**src/shared/pcd_map.svh**
```systemverilog
`ifndef PCD_MAP_SVH
`define PCD_MAP_SVH

// ****************************************
// Timing configuration field, bits 26:20 seen as [6:0]
// ****************************************
`define PCD_CFG_W 7
`define PCD_CFG_SIZE_MSB 2
`define PCD_CFG_SIZE_LSB 0
`define PCD_CFG_LOW_MSB 6
`define PCD_CFG_LOW_LSB 3
`define PCD_CFG_RESET 7'h00

// ****************************************
// Window geometry
// ****************************************
`define PCD_IO_MAX_LOG2 4'h8
`define PCD_IO_MIN_LOG2 4'h2
`define PCD_LOW_BIT_MAX 4'h8
`define PCD_MEM_SEL_MSB 11
`define PCD_MEM_SEL_LSB 10
`define PCD_MEM_ADDR_MSB 9
`define PCD_MEM_ADDR_LSB 2
`define PCD_MEM_LCFG_BIT 7
`define PCD_PP_EXT_LOG2 4'h3

// ****************************************
// Base address register numbers
// ****************************************
`define PCD_BAR_LB_IO 3'h0
`define PCD_BAR_LB_MEM 3'h1
`define PCD_BAR_PP_BASE 3'h0
`define PCD_BAR_PP_EXT 3'h1
`define PCD_BAR_F0_LCFG_IO 3'h4
`define PCD_BAR_F0_LCFG_MEM 3'h5
`define PCD_BAR_F1_LCFG_IO 3'h2
`define PCD_BAR_F1_LCFG_MEM 3'h3

// ****************************************
// Reset values of outputs
// ****************************************
`define PCD_ADDR_RESET 8'h00
`define PCD_SEL_IDLE_N 4'hF

`endif

```
**src/shared/pcd_pkg.sv**
```systemverilog
package pcd_pkg;
	typedef logic [7:0] pcd_laddr_t;
	typedef logic [11:0] pcd_paddr_t;
	typedef logic [3:0] pcd_sel_n_t;
	typedef enum logic [1:0] {
		PCD_TGT_NONE = 2'b00,
		PCD_TGT_LBUS = 2'b01,
		PCD_TGT_PPORT = 2'b10,
		PCD_TGT_LCFG = 2'b11
	} pcd_target_t;
endpackage

```
**src/shared/pcd_if.sv**
```systemverilog
`timescale 1ns/1ps
interface pcd_if;
	logic is_mem;
	logic [11:0] addr;
	logic [2:0] size_code;
	logic [3:0] low_bit;
	logic [7:0] local_addr;
	logic [1:0] sel;
	logic [3:0] win_log2;
	modport src (
		output is_mem, addr, size_code, low_bit,
		input local_addr, sel, win_log2
	);
	modport dec (
		input is_mem, addr, size_code, low_bit,
		output local_addr, sel, win_log2
	);
endinterface

```
**src/logic/pcd_decode.sv**
```systemverilog
`timescale 1ns/1ps
`include "pcd_map.svh"
module pcd_decode (
	pcd_if.dec d // Access in, decode out
);
	import pcd_pkg::*;

	wire [3:0] win_log2;
	wire [8:0] win_mask;
	wire [7:0] io_addr;
	wire [3:0] low_clamped;
	wire [9:0] io_shifted;
	wire [1:0] io_sel;

	// Code 000 has no printed meaning; it keeps the full window
	assign win_log2 = (d.size_code == 3'h0) ? `PCD_IO_MAX_LOG2 :
		4'(d.size_code) + 4'h1;
	assign win_mask = (9'h001 << win_log2) - 9'h001;
	assign io_addr = d.addr[7:0] & win_mask[7:0]; // see RQ3 see RQ4
	assign low_clamped = (d.low_bit > `PCD_LOW_BIT_MAX) ?
		`PCD_LOW_BIT_MAX : d.low_bit; // see RQ7
	// Zeroed upper lines make RQ6/RQ7 fall out of the same shift
	assign io_shifted = {2'b00, io_addr} >> low_clamped;
	assign io_sel = io_shifted[1:0]; // see RQ5 see RQ6 see RQ7

	assign d.win_log2 = win_log2;
	assign d.local_addr = d.is_mem ?
		d.addr[`PCD_MEM_ADDR_MSB:`PCD_MEM_ADDR_LSB] : io_addr; // see RQ9
	assign d.sel = d.is_mem ?
		d.addr[`PCD_MEM_SEL_MSB:`PCD_MEM_SEL_LSB] : io_sel; // see RQ8
endmodule

```
**src/logic/pcd_top.sv**
```systemverilog
`timescale 1ns/1ps
`include "pcd_map.svh"
// Operation
// RQ1 - Mode low bridges bus; high gives parallel port
// RQ2 - Window size and decode bit from field
// RQ3 - Full window passes address bits 7:0
// RQ4 - Smaller window zeroes upper local address
// RQ5 - Two bits from low bit pick select
// RQ6 - Top in-range bit uses selects 0, 1
// RQ7 - Bit beyond window: only select 0
// RQ8 - Memory selects from address bits 11:10
// RQ9 - Memory drives address bits 9:2 out
// RQ10 - Each select covers a 1K memory region
// RQ11 - Strobe style: selects become data strobes
// RQ12 - Parallel port: second block fixed 8 bytes
// RQ13 - First block size from field, 001=4
// RQ14 - Host places extended block 0x400 above
// RQ15 - Local registers reachable from both functions
// RQ16 - I/O byte only; memory word or dword (code also accepts a memory byte)
// RQ17 - Select low only during decoded access
module pcd_top (
	input wire logic clk, // 250 MHz clock
	input wire logic arst_n, // Async reset, active low
	input wire logic mode_pin, // Mode strap pin, async
	input wire logic strobe_style, // Strobe-style bus selected
	input wire logic [`PCD_CFG_W-1:0] timing_field, // Field 26:20
	input wire logic acc_valid, // Access in progress
	input wire logic acc_func, // Target function number
	input wire logic [2:0] acc_bar, // Hit base address register
	input wire logic acc_is_mem, // Memory, not I/O
	input wire pcd_pkg::pcd_paddr_t acc_addr, // Offset in block
	input wire logic [3:0] acc_byte_en, // Byte enables, high
	output pcd_pkg::pcd_laddr_t local_addr_out, // Local address
	output logic periph_select0_n, // Chip select 0
	output logic periph_select1_n, // Chip select 1
	output logic periph_select2_n, // Chip select 2
	output logic periph_select3_n, // Chip select 3
	output logic periph_strobe0_n, // Data strobe 0
	output logic periph_strobe1_n, // Data strobe 1
	output logic periph_strobe2_n, // Data strobe 2
	output logic periph_strobe3_n, // Data strobe 3
	output logic pport_mode, // Synchronised mode level
	output pcd_pkg::pcd_target_t acc_target, // Decoded target
	output logic lcfg_refused, // Bad local reg width
	output logic [3:0] pp_base_log2, // First block size log2
	output logic [3:0] pp_ext_log2, // Second block size log2
	output logic [3:0] lb_io_log2 // Bus I/O window log2
);
	import pcd_pkg::*;

	// ****************************************
	// Mode pin synchroniser
	// ****************************************
	logic mode_meta;
	logic mode_sync;

	always_ff @(posedge clk or negedge arst_n) begin
		if (!arst_n) begin
			mode_meta <= 1'b0;
			mode_sync <= 1'b0;
		end else begin
			mode_meta <= mode_pin;
			mode_sync <= mode_meta;
		end
	end

	// ****************************************
	// Address decoder
	// ****************************************
	pcd_if dq ();

	assign dq.is_mem = acc_is_mem;
	assign dq.addr = acc_addr;
	assign dq.size_code =
		timing_field[`PCD_CFG_SIZE_MSB:`PCD_CFG_SIZE_LSB]; // see RQ2
	assign dq.low_bit =
		timing_field[`PCD_CFG_LOW_MSB:`PCD_CFG_LOW_LSB]; // see RQ2

	pcd_decode u_decode (
		.d(dq.dec)
	);

	// ****************************************
	// Target decode
	// ****************************************
	wire f0 = (acc_func == 1'b0);
	wire f1 = (acc_func == 1'b1);
	wire bus_mode = !mode_sync; // see RQ1

	// BAR5 of function 0 shares its window with the UARTs
	wire lcfg_f0_io = f0 && !acc_is_mem &&
		(acc_bar == `PCD_BAR_F0_LCFG_IO);
	wire lcfg_f0_mem = f0 && acc_is_mem &&
		(acc_bar == `PCD_BAR_F0_LCFG_MEM) &&
		acc_addr[`PCD_MEM_LCFG_BIT];
	wire lcfg_f1_io = f1 && !acc_is_mem &&
		(acc_bar == `PCD_BAR_F1_LCFG_IO);
	wire lcfg_f1_mem = f1 && acc_is_mem &&
		(acc_bar == `PCD_BAR_F1_LCFG_MEM);
	wire lcfg_hit = lcfg_f0_io || lcfg_f0_mem ||
		lcfg_f1_io || lcfg_f1_mem; // see RQ15

	// Count of enabled lanes
	wire [2:0] lanes = 3'(acc_byte_en[0]) + 3'(acc_byte_en[1]) +
		3'(acc_byte_en[2]) + 3'(acc_byte_en[3]);
	wire width_ok = acc_is_mem ?
		(lanes == 3'h2 || lanes == 3'h4 || lanes == 3'h1) :
		(lanes == 3'h1); // see RQ16

	wire lb_io_hit = f1 && bus_mode && !acc_is_mem &&
		(acc_bar == `PCD_BAR_LB_IO); // see RQ1
	wire lb_mem_hit = f1 && bus_mode && acc_is_mem &&
		(acc_bar == `PCD_BAR_LB_MEM); // see RQ1 see RQ10
	wire lb_hit = lb_io_hit || lb_mem_hit;

	wire pp_hit = f1 && mode_sync && !acc_is_mem &&
		(acc_bar == `PCD_BAR_PP_BASE ||
		acc_bar == `PCD_BAR_PP_EXT); // see RQ12

	// Accesses outside the sized I/O window never reach the bus
	wire [8:0] io_limit = 9'h001 << dq.win_log2;
	wire io_in_range = ({1'b0, acc_addr[7:0]} < io_limit) &&
		(acc_addr[11:8] == 4'h0);
	wire lb_go = acc_valid && lb_hit &&
		(lb_mem_hit || io_in_range); // see RQ17

	wire [3:0] sel_onehot_n = ~(4'h1 << dq.sel);
	wire [3:0] next_sel_n = lb_go ? sel_onehot_n :
		`PCD_SEL_IDLE_N; // see RQ17
	wire [3:0] next_cs_n = strobe_style ?
		`PCD_SEL_IDLE_N : next_sel_n;
	wire [3:0] next_ds_n = strobe_style ?
		next_sel_n : `PCD_SEL_IDLE_N; // see RQ11

	wire [7:0] next_laddr = lb_go ? dq.local_addr :
		`PCD_ADDR_RESET;

	pcd_target_t next_target;
	always_comb begin
		next_target = PCD_TGT_NONE;
		if (acc_valid) begin
			if (lcfg_hit)
				next_target = PCD_TGT_LCFG;
			else if (lb_go)
				next_target = PCD_TGT_LBUS;
			else if (pp_hit)
				next_target = PCD_TGT_PPORT;
		end
	end

	wire next_refused = acc_valid && lcfg_hit && !width_ok;

	// ****************************************
	// Block sizes
	// ****************************************
	// Parallel-port base block follows the same size code
	wire [3:0] next_pp_base = dq.win_log2; // see RQ13
	wire [3:0] next_pp_ext = `PCD_PP_EXT_LOG2; // see RQ12

	// ****************************************
	// Output registers
	// ****************************************
	always_ff @(posedge clk or negedge arst_n) begin
		if (!arst_n) begin
			local_addr_out <= `PCD_ADDR_RESET;
			{periph_select3_n, periph_select2_n,
				periph_select1_n, periph_select0_n} <=
				`PCD_SEL_IDLE_N;
			{periph_strobe3_n, periph_strobe2_n,
				periph_strobe1_n, periph_strobe0_n} <=
				`PCD_SEL_IDLE_N;
		end else begin
			local_addr_out <= next_laddr; // see RQ3 see RQ9
			{periph_select3_n, periph_select2_n,
				periph_select1_n, periph_select0_n} <=
				next_cs_n; // see RQ5 see RQ8
			{periph_strobe3_n, periph_strobe2_n,
				periph_strobe1_n, periph_strobe0_n} <=
				next_ds_n; // see RQ11
		end
	end

	always_ff @(posedge clk or negedge arst_n) begin
		if (!arst_n) begin
			pport_mode <= 1'b0;
			acc_target <= PCD_TGT_NONE;
			lcfg_refused <= 1'b0;
		end else begin
			pport_mode <= mode_sync;
			acc_target <= next_target;
			lcfg_refused <= next_refused; // see RQ16
		end
	end

	always_ff @(posedge clk or negedge arst_n) begin
		if (!arst_n) begin
			pp_base_log2 <= `PCD_IO_MAX_LOG2;
			pp_ext_log2 <= `PCD_PP_EXT_LOG2;
			lb_io_log2 <= `PCD_IO_MAX_LOG2;
		end else begin
			pp_base_log2 <= mode_sync ? next_pp_base :
				`PCD_IO_MAX_LOG2;
			pp_ext_log2 <= next_pp_ext;
			lb_io_log2 <= dq.win_log2; // see RQ1
		end
	end
endmodule

```
**config.mk**
```make
export PLATFORM = sky130hd
export DESIGN_NAME = pcd_top
export DESIGN_NICKNAME = d
export VERILOG_FILES = /design/src/shared/pcd_pkg.sv /design/src/shared/pcd_if.sv /design/src/logic/pcd_decode.sv /design/src/logic/pcd_top.sv
export VERILOG_INCLUDE_DIRS = /design/src /design/src/shared
export SDC_FILE = /design/constraint.sdc
export NUM_CORES = 1
export LEC_CHECK = 0
export ABC_CLOCK_PERIOD_IN_PS = 1750
export BUFFER_PORTS_ARGS = -buffer_cell sky130_fd_sc_hd__buf_2
export CORE_ASPECT_RATIO = 1.75
export CORE_UTILIZATION = 30
export DETAILED_ROUTE_END_ITERATION = 7
export GPL_TIMING_DRIVEN = 1
export MAX_ROUTING_LAYER = met4
export PLACE_DENSITY = 0.51
export RECOVER_POWER = 25
export SLEW_MARGIN = 30
export SYNTH_ARGS = -nofsm -noshare
export SYNTH_HDL_FRONTEND = slang
export SYNTH_SLANG_ARGS = --single-unit
```
**constraint.sdc**
```tcl
create_clock -name clk -period 1.75 [get_ports clk]
set_input_delay 0.35 -clock clk [delete_from_list [all_inputs] [get_ports clk]]
set_output_delay 0.35 -clock clk [all_outputs]
set_load 0.02 [all_outputs]
```
# Word level (Yosys, flattened, before mapping)
# Cells that the tools add are included.
totals:
  elab_cells: 87
  output_inout_bits: 32
  reg_bits: 30
op_classes:
  addsub: 5
  reduce_logical: 36
  magnitude_cmp: 2
  n_bitwise: 3
  shift: 3
  eq_ne: 8
  mux: 14
ops:
  columns: ["operator", "n"]
  rows:
  - ["4-bit 2-to-1 mux", 6]
  - ["1-bit logical AND", 22]
  - ["8-bit 2-to-1 mux", 2]
  - ["2-bit 2-to-1 mux", 5]
  - ["3-bit by 2-bit == test with 1-bit output, second input constant", 3]
  - ["3-bit == test, second input constant", 3]
  - ["8-bit by 9-bit < comparator with 1-bit output", 1]
  - ["1-bit by 4-bit left shift with 9-bit output, first input constant", 1]
  - ["8-bit AND", 1]
  - ["1-bit logical OR", 8]
  - ["8-bit by 4-bit >> shifter with 2-bit output", 1]
  - ["8-bit by 1-bit subtractor with 8-bit output, second input constant", 1]
  - ["3-bit by 1-bit == test with 1-bit output, second input constant", 2]
  - ["3-bit zero test", 2]
  - ["3-bit by 1-bit adder with 4-bit output, second input constant", 1]
  - ["4-bit greater-than comparator, second input constant", 1]
  - ["4-bit zero test", 1]
  - ["4-bit NOT", 1]
  - ["1-bit by 2-bit left shift with 4-bit output, first input constant", 1]
  - ["2-bit by 1-bit adder with 3-bit output", 1]
  - ["3-bit by 1-bit adder with 3-bit output", 1]
  - ["1-bit zero test", 3]
  - ["1-bit by 1-bit adder with 2-bit output", 1]
  - ["1-bit 2-to-1 mux", 1]
  - ["1-bit NOT", 1]

# Depth between registers and ports, before layout
# Gate-level depths: netlist of run 1.
depth:
  word_depth: 11
  mapped_depth: 14

# Hierarchy
# Synthesis of run 1 repeated with hierarchy kept, for this count alone.
hier_totals:
  hier_cells: 215
  hier_area_um2: 2021.9
by_module_without_submodules:
  columns: ["mod", "cells_each", "instances", "seq_area_each_um2", "area_each_um2"]
  rows:
  - ["pcd_top", 121, 1, 763.2, 1398.8]
  - ["pcd_decode", 94, 1, 0.0, 623.1]

# Worst setup path before layout of run 1
# OpenSTA, ideal clock, no wires.
synth_path:
  path_kind: "input-to-reg"
  startpoint: "in timing_field[0]"
  endpoint: "reg periph_strobe2_n"
  t_arrival_ns: 3.059
  cell_stages: 13
  path_slack_ns: -1.403
  setup_ns: 0.094
  path_buffers: 1
  path_cell_list: "buf_2 -> inv_1 -> ha_1 -> nor3_4 -> a21oi_1 -> or3_1 -> ha_1 -> nand2b_1 -> o21ai_0 -> a31oi_1 -> or4b_4 -> nand3_2 -> or4b_1"
synth_via:
  elab_chain_cells: 11
synth_lines:
  columns: ["item", "line_no", "rtl"]
  rows:
  - ["start, declared", "pcd_top.sv:26", "input wire logic [`PCD_CFG_W-1:0] timing_field,"]
  - ["3-bit by 1-bit adder with 4-bit output or 3-bit zero test (tied branches)", "pcd_decode.sv:17, pcd_decode.sv:16", null]
  - ["4-bit 2-to-1 mux (*)", "pcd_decode.sv:16", "assign win_log2 = (d.size_code == 3'h0) ? `PCD_IO_MAX_LOG2 :"]
  - ["1-bit by 4-bit left shift with 9-bit output (*)", "pcd_decode.sv:18", "assign win_mask = (9'h001 << win_log2) - 9'h001;"]
  - ["8-bit by 1-bit subtractor with 8-bit output", "pcd_decode.sv:18", null]
  - ["8-bit AND", "pcd_decode.sv:19", "assign io_addr = d.addr[7:0] & win_mask[7:0];"]
  - ["8-bit by 4-bit >> shifter with 2-bit output", "pcd_decode.sv:23", "assign io_shifted = {2'b00, io_addr} >> low_clamped;"]
  - ["2-bit 2-to-1 mux", "pcd_decode.sv:29", "assign d.sel = d.is_mem ?"]
  - ["1-bit by 2-bit left shift with 4-bit output", "pcd_top.sv:127", "wire [3:0] sel_onehot_n = ~(4'h1 << dq.sel);"]
  - ["4-bit NOT", "pcd_top.sv:127", null]
  - ["4-bit 2-to-1 mux (no source line) (*) (2 in series)", null, null]
  - ["named net next_ds_n[2]", "pcd_top.sv:132", "wire [3:0] next_ds_n = strobe_style ?"]
  - ["end, declared", "pcd_top.sv:40", "output logic periph_strobe2_n,"]
# The timed path passes the listed nets; every way through them passes the cells marked *.

# Worst setup path after layout of run 1
# Ends and elaborated chain as after synthesis.

==> results.py, run 1 <==
metrics = {
    "route": {
        "routed_wl_mm": 6.50,
        "wl_per_cell_um": 14.6,
        "vias": 2176,
        "drtIter0Drc": 56,
        "vias_per_cell": 4.89,
        "drtAntennaViolNets": 0,
        "dr.pass1.iters": 4,
        "drc": 0,
    },
    "sta": {
        "timing.final.ws_setup_ps": -851,
        "relSlewSlack_pct": -1.18,
        "skew_ps": 2.05,
        "maxSlewViolCount": 31,
        "rsz0062_at_grt": "true",
        "holdWs_ps": 210,
        "finalHoldViolCount": 0,
        "fmax_mhz": 384,
        "worst_pin_slew_ps": 1520,
        "post-route-period-util_pct": 149,
        "setup_viol": 17,
        "period_minus_slack_ps": 2600,
    },
    "floorplan": {
        "die_w_um": 65.4,
        "die-area_mm2": 0.00739,
        "core-area_mm2": 0.00686,
        "die_y_um": 113,
        "row_count": 40,
        "start_util_pct": 30.8,
        "num_io_pins": 65,
    },
    "cells_and_area": {
        "syn2layout_area_growth_pct": 60.6,
        "fill_cells": 671,
        "antenna_cells": 0,
        "final_cells": 445,
        "drive_above_1_share_pct": 53.2,
        "fin_nets": 406,
    },
    "clock_tree": {
        "cts-root-buf": "clkbuf_16",
        "cts.sink_count": 30,
        "cts_hold_buf": 0,
        "clock_tree.buffer_depth": 2,
        "cts_tree": "done",
        "clk_latency_ps": 270,
        "clk_pin_slew_ps": 50,
        "cts_buffers": 5,
        "cts_max_level": 2,
    },
    "logic_synthesis": {
        "synthTopCellsByCount": "20 x dfrtp_1, 19 x a21oi_1, 19 x nor2_1",
        "netlist_instances": 227,
        "yosys_warnings": 0,
        "avgSynthCellArea_um2": 9.30,
        "synthFlopType": "dfrtp_1",
        "yosys-top-cells-area": "dfrtp_1 24%, dfstp_2 12%, ha_1 7.1%, a21oi_1 4.5%, nor2_1 3.4%",
        "synth.distinct_cells": 63,
        "synth-seq-cells": 30,
        "synth-edff-count": 0,
        "synth_area_mm2": 0.00211,
        "synth_top_area_share_pct": 23.7,
        "synth_area_leader_cell": "dfrtp_1",
        "synthArstFlopShare_pct": 100,
        "synth.most_common_cell": "dfrtp_1",
        "synth-seq-area-share_pct": 36.2,
    },
    "worst_setup_path": {
        "worstPathMaxFanout": 5,
        "crit_chain": "buf_8, inv_4, ha_4, nor3_4, a21oi_2, or3_4, ha_4, nand2b_4, o21ai_2, a31oi_2, or4b_4, nand3_2, or4b_1",
        "cp-start-kind": "primary input",
        "required_ps": 1940,
        "worstSetupPathType": "in2reg",
        "critPathCaptureType": "register",
        "critPathArrivalTime_ps": 2790,
        "slowest_delay_ps": 500,
        "slowest_stage": "or4b_4",
        "cp_common_cell": "ha_4",
    },
    "global_route": {
        "grt-ovfl-total": 0,
        "antenna_found_initial": 0,
        "grt_pass1_vias": 2294,
        "grt_usage_pct": 19.6,
        "grt_max_degree": 31,
        "grt_pass1_wl_mm": 10.5,
    },
    "pwr": {
        "leakage_uw": 0.00156,
        "peakVddDrop_v": 0.000348,
        "power.density_mw_per_mm2": 642,
    },
    "placement": {
        "gp_congestion": 0.882,
        "portBuffers": 60,
        "post-place-ws_ps": -1400,
        "dp_hpwl_mm": 5.50,
        "dp_cells": 431,
    },
    "min_path": {
        "hold_class": "in2reg",
    },
    "status": {
        "violations": "max-capacitance violations, max-slew violations, negative setup slack",
        "status": "finished, violations left",
    },
    "run": {
        "drv_cap": 1,
    },
}
-- registers in the layout (all words and copies together), names as in the netlist --
register,count
periph_select3_n,1
periph_select1_n,1
periph_strobe3_n,1
acc_target,2
mode_sync,1
local_addr_out,8
periph_strobe2_n,1
lb_io_log2,4
pport_mode,1
periph_strobe1_n,1
pp_base_log2,4
lcfg_refused,1
periph_strobe0_n,1
mode_meta,1
periph_select0_n,1
periph_select2_n,1
-- report_power, final --
part	internal [uW]	total (uW)	switching (uW)
Clock	526	803	277
Combinational	320	650	330
Sequential	718	723	5.20
-- through the flow --
stage | power (uW) | instance area (um^2) | util, % | setup TNS (ps)
after floorplan | 1030 | 2190 | - | -14930
after global placement | 1320 | 3020 | 44.0 | -19710
after detailed placement | 1330 | 3020 | 44.0 | -20680
after CTS | 2170 | 3250 | 47.3 | -13540
after global routing | 2290 | 3390 | 49.5 | -14630
final | 2180 | 3390 | 49.5 | -12450
-- worst max-delay path: cells and delay by family --
| kind | cells | cell delay [ps] |
|---|---|---|
| AND/OR/NAND/NOR | 6 | 1670 |
| adder cells (fa/ha/maj) | 2 | 410 |
| AO/OA/AOI/OAI | 3 | 230 |
| buffers and inverters | 2 | 130 |
-- cell families (layout without fill, tap and decap cells) --
logic type / Yosys count / in the layout / share of synthesized area (%)
flops: 30 / 30 / 36.2
mux: 2 / 2 / 1.01
compound gates: 57 / 57 / 19.4
buf+inv: 23 / 155 / 5.93
xor+xnor: 2 / 2 / 1.19
other cells: 2 / 4 / 0.356
simple gates: 98 / 98 / 27.9
fa+ha+maj: 13 / 13 / 8.06
-- final timing paths --
kind | start | endpoint | slack [ps] | cells after the start
worst max-delay path | timing_field[0] | periph_strobe2_n | -850 | 13
worst min-delay path | mode_pin | mode_meta | 210 | 1
worst max register to register | mode_sync | periph_strobe2_n | 30 | 4
worst min register to register | mode_meta | mode_sync | 350 | 0
max in group asynchronous | arst_n | pport_mode | 420 | 1
min in group asynchronous | arst_n | local_addr_out[2] | 440 | 1
-- cells in the final DEF (no fill, tap or decap), types with 7 or more instances in the layout --
cell      n
buf_4    73
buf_2    56
dfrtp_1  20
nand2_1  18
nor2_1   17
a21oi_1  10
dfstp_2  10
inv_1     9
a21oi_2   9
nand4_1   7
-- final cells by class --
type	instances	area [um^2]	share of cell area, %
Clock buffer	8	136	4.02
Inverter	12	47.5	1.40
Multi-Input combinational cell	176	1440	42.5
Sequential cell	30	763	22.5
Tap cell	84	105	3.10
Timing Repair Buffer	135	897	26.5
-- metal layers --
metal,global-route usage (%),wire (um),up-vias
met3,2.52,198,15
met1,18.6,2420,1008
met2,35.8,3620,58
li1,-,-,1095
met4,12.5,263,0
met5,-,0,-
-- timing repair --
action	in CTS	in global routing
gates resized for setup	16	18
endpoints found under the setup margin	17	17
setup buffers	3	4
hold endpoints to repair	0	0
pin swaps	10	6
No activity file was read; power rests on OpenSTA's default activity.
==> run 2, diff against run 1 <==
--- a/config.mk
+++ b/config.mk
@@ -9,4 +9,5 @@
 export ABC_CLOCK_PERIOD_IN_PS = 1750
 export BUFFER_PORTS_ARGS = -buffer_cell sky130_fd_sc_hd__buf_2
+export CAP_MARGIN = 10
 export CORE_ASPECT_RATIO = 1.75
 export CORE_UTILIZATION = 30
==> constraint.sdc (replaced) <==
create_clock -name clk -period 1.75 [get_ports clk]
set_input_delay 0.2625 -clock clk [delete_from_list [all_inputs] [get_ports clk]]
set_output_delay 0.2625 -clock clk [all_outputs]
set_load 0.02 [all_outputs]
==> results.py, run 2 (same netlist as run 1, synthesis figures left out) <==
metrics = {
    "clock_tree": {
        "cts.sink_count": 30,
        "cts-root-buf": "clkbuf_16",
        "clk_latency_ps": 270,
        "clock_tree.buffer_depth": 2,
        "cts_buffers": 5,
        "cts_max_level": 2,
        "clk_pin_slew_ps": 50,
        "cts_tree": "done",
    },
    "sta": {
        "worst_pin_slew_ps": 1520,
        "timing.final.ws_setup_ps": -818,
        "tns_ps": -10460,
        "maxSlewViolCount": 31,
        "fmax_mhz": 389,
        "finalHoldViolCount": 0,
        "post-route-period-util_pct": 147,
        "skew_ps": 4.85,
        "relSlewSlack_pct": -1.23,
        "setup_viol": 17,
        "period_minus_slack_ps": 2570,
        "rsz0062_at_grt": "true",
    },
    "cells_and_area": {
        "most-common-layout-cells": "73 x buf_4, 57 x buf_2, 20 x dfrtp_1",
        "top_register": "local_addr_out",
        "fill_cells": 664,
        "syn2layout_area_growth_pct": 63.5,
        "final_core_util_pct": 50.3,
        "drive_above_1_share_pct": 55.3,
        "fin_nets": 412,
        "antenna_cells": 0,
        "top_regs": "local_addr_out (8), lb_io_log2 (4), pp_base_log2 (4)",
        "multi_input_area_mm2": 0.00143,
        "ff_latch_area_um2": 763,
        "final_cells": 451,
        "final_common_cell": "buf_4",
        "stdcell_area_mm2": 0.00345,
        "largest_register_ffs": 8,
    },
    "pwr": {
        "power.density_mw_per_mm2": 647,
        "total_power_uw": 2230,
        "power_frac_clock_pct": 37.6,
        "comb_power_share_pct": 30.0,
        "leakage_uw": 0.00159,
        "p_sw_share_pct": 27.7,
        "seq_power_share_pct": 32.4,
        "intPower_uw": 1610,
        "peakVddDrop_v": 0.000325,
        "p_sw_uw": 618,
    },
    "placement": {
        "dp_cells": 432,
        "portBuffers": 60,
        "place_area_mm2": 0.00302,
        "dp_hpwl_mm": 5.44,
        "gp_congestion": 0.881,
    },
    "floorplan": {
        "row_count": 40,
        "die-area_mm2": 0.00739,
        "num_io_pins": 65,
        "core-area_mm2": 0.00686,
        "start_util_pct": 30.8,
        "die_y_um": 113,
        "die_w_um": 65.4,
    },
    "worst_setup_path": {
        "worstPathMaxFanout": 4,
        "cp.depth": 12,
        "r2r_setup_slack_ps": -10,
        "crit_chain": "buf_8, ha_4, nor3_4, a21oi_2, or3_4, ha_4, nand2b_4, o21ai_2, a31oi_1, or4b_4, nand3_2, or4b_1",
        "r2r_cells": 4,
        "critPathCaptureType": "register",
        "worstSetupPathType": "in2reg",
        "required_ps": 1930,
        "cp_common_cell": "ha_4",
        "cp_num_buf_inv": 1,
        "path_delay_family": "simple AND/OR/NAND/NOR gates",
        "critPathArrivalTime_ps": 2750,
        "slowest_stage": "or4b_4",
        "slowest_delay_ps": 500,
        "cp-start-kind": "primary input",
    },
    "global_route": {
        "grt-ovfl-total": 0,
        "grt_pass1_vias": 2239,
        "grt_usage_pct": 19.6,
        "grt_max_degree": 31,
        "antenna_found_initial": 0,
        "grt_pass1_wl_mm": 10.5,
    },
    "route": {
        "wl_met1_mm": 2.49,
        "dr.pass1.iters": 4,
        "dr.max_layer_used": "met4",
        "drtAntennaViolNets": 0,
        "drc": 0,
        "vias": 2207,
        "drtIter0Drc": 61,
        "wl_per_cell_um": 14.8,
        "wl_met3_um": 220,
        "vias_per_cell": 4.89,
        "wl_met2_mm": 3.68,
        "routed_wl_mm": 6.67,
    },
    "min_path": {
        "holdPathStages": 1,
        "hold_class": "in2reg",
    },
    "status": {
        "violations": "max-capacitance violations, max-slew violations, negative setup slack",
        "status": "finished, violations left",
    },
    "run": {
        "drv_cap": 1,
    },
}
## run 2: cell types whose count changed in the layout (fill, tap and decap cells not counted), moves of 2 or more
| cell | previous run | this run |
|---|---|---|
| buf_6 | 1 | 8 |
| nor2_2 | 2 | 5 |
| nor3b_1 | 1 | 3 |
| nor2_1 | 17 | 14 |
| clkbuf_1 | 5 | 2 |
| nor3b_2 | 3 | 1 |
## run 2: cell type report
class                      count  area share (%)
multi-input combinational    176            41.5
clock inverter                 1           0.145
sequential                    30            22.1
timing repair buffer         141            27.7
tap                           84            3.04
clock buffer                   7            4.13
inverter                      12            1.38
## run 2: final timing paths
check / from / endpoint
min in group asynchronous: arst_n / local_addr_out[6]
hold / removal: mode_pin / mode_meta
setup / recovery: timing_field[0] / periph_strobe2_n
hold reg to reg: mode_meta / mode_sync
max in group asynchronous: arst_n / local_addr_out[0]
setup reg to reg: mode_sync / periph_strobe2_n
## run 2: power groups by stage
stage / clock, uW / sequential, uW / combinational [uW]
2_1_floorplan: 0 / 758 / 274
3_3_place_gp: 0 / 733 / 592
3_5_place_dp: 0 / 734 / 596
4_1_cts: 856 / 723 / 654
5_1_grt: 888 / 724 / 731
6_report: 840 / 723 / 670
## run 2: routing by layer
| layer | GRT usage (%) | vias to the layer above |
|---|---|---|
| li1 | - | 1108 |
| met1 | 20.0 | 1022 |
| met2 | 35.6 | 59 |
| met3 | 1.61 | 18 |
| met4 | 10.9 | 0 |
| met5 | - | - |
## run 2: per-stage QoR
| step | hold WS, ps | setup slack (ps) |
|---|---|---|
| CTS | 35.9 | -777 |
| floorplan | -33.1 | -1190 |
| global route | 113 | -895 |
| detailed placement | 325 | -1300 |
| finish | 114 | -818 |
| global placement | 322 | -1260 |
## run 2: repair_timing
item	4_1_cts	5_1_grt
endpoints found under the hold margin	0	0
setup buffers	8	3
endpoints found under the setup margin	17	17
hold buffers	0	0
cloned	0	1
pin swaps	15	9
gates resized for setup	23	20
==> run 3, diff against run 2 <==
CORE_ASPECT_RATIO = 0.7   (was 1.75)
CORE_MARGIN = 2   (was unset)
==> results.py, run 3 (same netlist as run 1, synthesis figures left out) <==
metrics = {
    "worst_setup_path": {
        "worstSetupPathType": "in2reg",
        "critPathCaptureType": "register",
        "worstPathMaxFanout": 4,
        "r2r_setup_slack_ps": -30,
        "cp-start-kind": "primary input",
        "worstReg2RegStart": "mode_sync",
        "reg2reg_to": "periph_strobe2_n",
        "required_ps": 1950,
        "r2r_cells": 4,
        "cp-endpoint": "periph_strobe2_n",
        "critPathArrivalTime_ps": 2760,
        "critPathLaunch": "timing_field[0]",
    },
    "floorplan": {
        "die_w_um": 104,
        "num_io_pins": 65,
        "die-area_mm2": 0.00773,
        "start_util_pct": 31.1,
        "row_count": 25,
        "core-area_mm2": 0.00679,
        "die_y_um": 74.2,
    },
    "sta": {
        "skew_ps": 4.23,
        "setup_viol": 17,
        "fmax_mhz": 390,
        "maxSlewViolCount": 31,
        "relSlewSlack_pct": -3.64,
        "period_minus_slack_ps": 2570,
        "post-route-period-util_pct": 147,
        "worst_pin_slew_ps": 1550,
        "holdWs_ps": 90.8,
        "rsz0062_at_grt": "true",
        "timing.final.ws_setup_ps": -817,
        "finalHoldViolCount": 0,
    },
    "cells_and_area": {
        "final_common_cell": "buf_4",
        "syn2layout_area_growth_pct": 60.1,
        "final_cells": 451,
        "most-common-layout-cells": "65 x buf_4, 57 x buf_2, 20 x dfrtp_1",
        "antenna_cells": 0,
        "largest_register_ffs": 8,
        "fill_cells": 647,
        "top_register": "local_addr_out",
        "drive_above_1_share_pct": 54.1,
        "top_regs": "local_addr_out (8), lb_io_log2 (4), pp_base_log2 (4)",
        "fin_nets": 402,
    },
    "global_route": {
        "grt_usage_pct": 18.6,
        "antenna_found_initial": 0,
        "grt-ovfl-total": 0,
        "grt_pass1_wl_mm": 10.8,
        "grt_max_degree": 31,
        "grt_pass1_vias": 2103,
    },
    "clock_tree": {
        "clk_latency_ps": 280,
        "cts.sink_count": 30,
        "cts_max_level": 2,
        "cts_tree": "done",
        "cts-root-buf": "clkbuf_8",
        "clock_tree.buffer_depth": 2,
        "cts_hold_buf": 0,
        "clk_pin_slew_ps": 60,
        "cts_buffers": 5,
    },
    "route": {
        "dr.pass1.iters": 4,
        "drc": 0,
        "routed_wl_mm": 6.79,
        "vias_per_cell": 4.91,
        "drtIter0Drc": 142,
        "drtAntennaViolNets": 0,
        "wl_per_cell_um": 15.1,
        "vias": 2213,
    },
    "status": {
        "status": "finished, violations left",
        "violations": "max-capacitance violations, max-slew violations, negative setup slack",
    },
    "min_path": {
        "hold_class": "in2reg",
    },
    "pwr": {
        "power.density_mw_per_mm2": 578,
        "leakage_uw": 0.00154,
        "peakVddDrop_v": 0.000320,
    },
    "placement": {
        "gp_congestion": 0.878,
        "dp_cells": 438,
        "portBuffers": 60,
        "dp_hpwl_mm": 5.41,
    },
    "run": {
        "drv_cap": 1,
    },
}
## run 3: cell types whose count changed in the layout (fill, tap and decap cells not counted), moves of 2 or more
cell,previous run,this run
buf_12,0,4
buf_4,73,65
buf_6,8,3
clkbuf_16,5,0
clkbuf_8,1,6
nor2_1,14,17
nor2_2,5,2
nor3b_1,3,1
nor3b_2,1,3
## run 3: worst max-delay path: stages
cell and delay (ps):
buf_12 110, ha_4 170, nor3_4 190, a21oi_1 60, or3_4 350, ha_4 240, nand2b_4 140, o21ai_2 130
a31oi_2 70, or4b_4 520, nand3_2 80, or4b_1 440
## run 3: worst min path at each step
stage | from | endpoint | slack [ps] | depth (start not counted)
6_report | mode_pin | mode_meta | 90 | 1
5_1_grt | mode_pin | mode_meta | 70 | 1
4_1_cts | arst_n | local_addr_out[5] | 30 | 1
3_5_place_dp | arst_n | local_addr_out[7] | 330 | 1
3_3_place_gp | arst_n | local_addr_out[7] | 330 | 1
2_1_floorplan | arst_n | acc_target[0] | -30 | 0
## run 3: final cells by class
class	count	area (um^2)	share of cell area [%]
Timing Repair Buffer	131	906	26.8
Multi-Input combinational cell	176	1450	42.9
Clock inverter	2	12.5	0.370
Sequential cell	30	763	22.6
Clock buffer	6	82.6	2.44
Tap cell	94	118	3.48
Inverter	12	47.5	1.41
## run 3: what timing repair did
| action | in CTS | in global routing |
|---|---|---|
| gates resized for setup | 21 | 20 |
| buffers inserted | 7 | 1 |
| cloned | 0 | 0 |
| pin swaps | 14 | 10 |
| setup endpoints to repair | 17 | 17 |
## run 3: metal layers
| metal | routed length, um | up-vias | global-route usage [%] |
|---|---|---|---|
| li1 | - | 1091 | - |
| met1 | 3710 | 1038 | 28.2 |
| met2 | 2720 | 72 | 25.4 |
| met3 | 299 | 12 | 3.68 |
| met4 | 68 | 0 | 3.45 |
| met5 | 0 | - | - |
## run 3: stage by stage
stage | utilization (%) | setup TNS [ps] | setup WS [ps] | power [uW] | cell area [um^2]
detailed placement | 44.5 | -19020 | -1320 | 1320 | 3020
global placement | 44.5 | -18270 | -1250 | 1310 | 3020
CTS | 48.3 | -10330 | -801 | 1930 | 3280
floorplan | - | -13440 | -1190 | 1030 | 2190
finish | 49.8 | -11040 | -817 | 1950 | 3380
global route | 49.8 | -12530 | -893 | 2070 | 3380
## run 3: power breakdown
group          leakage [uW]  switching, uW  internal (uW)
registers          0.000368           4.58            716
logic               0.00112            339            318
clock network     0.0000472            259            315
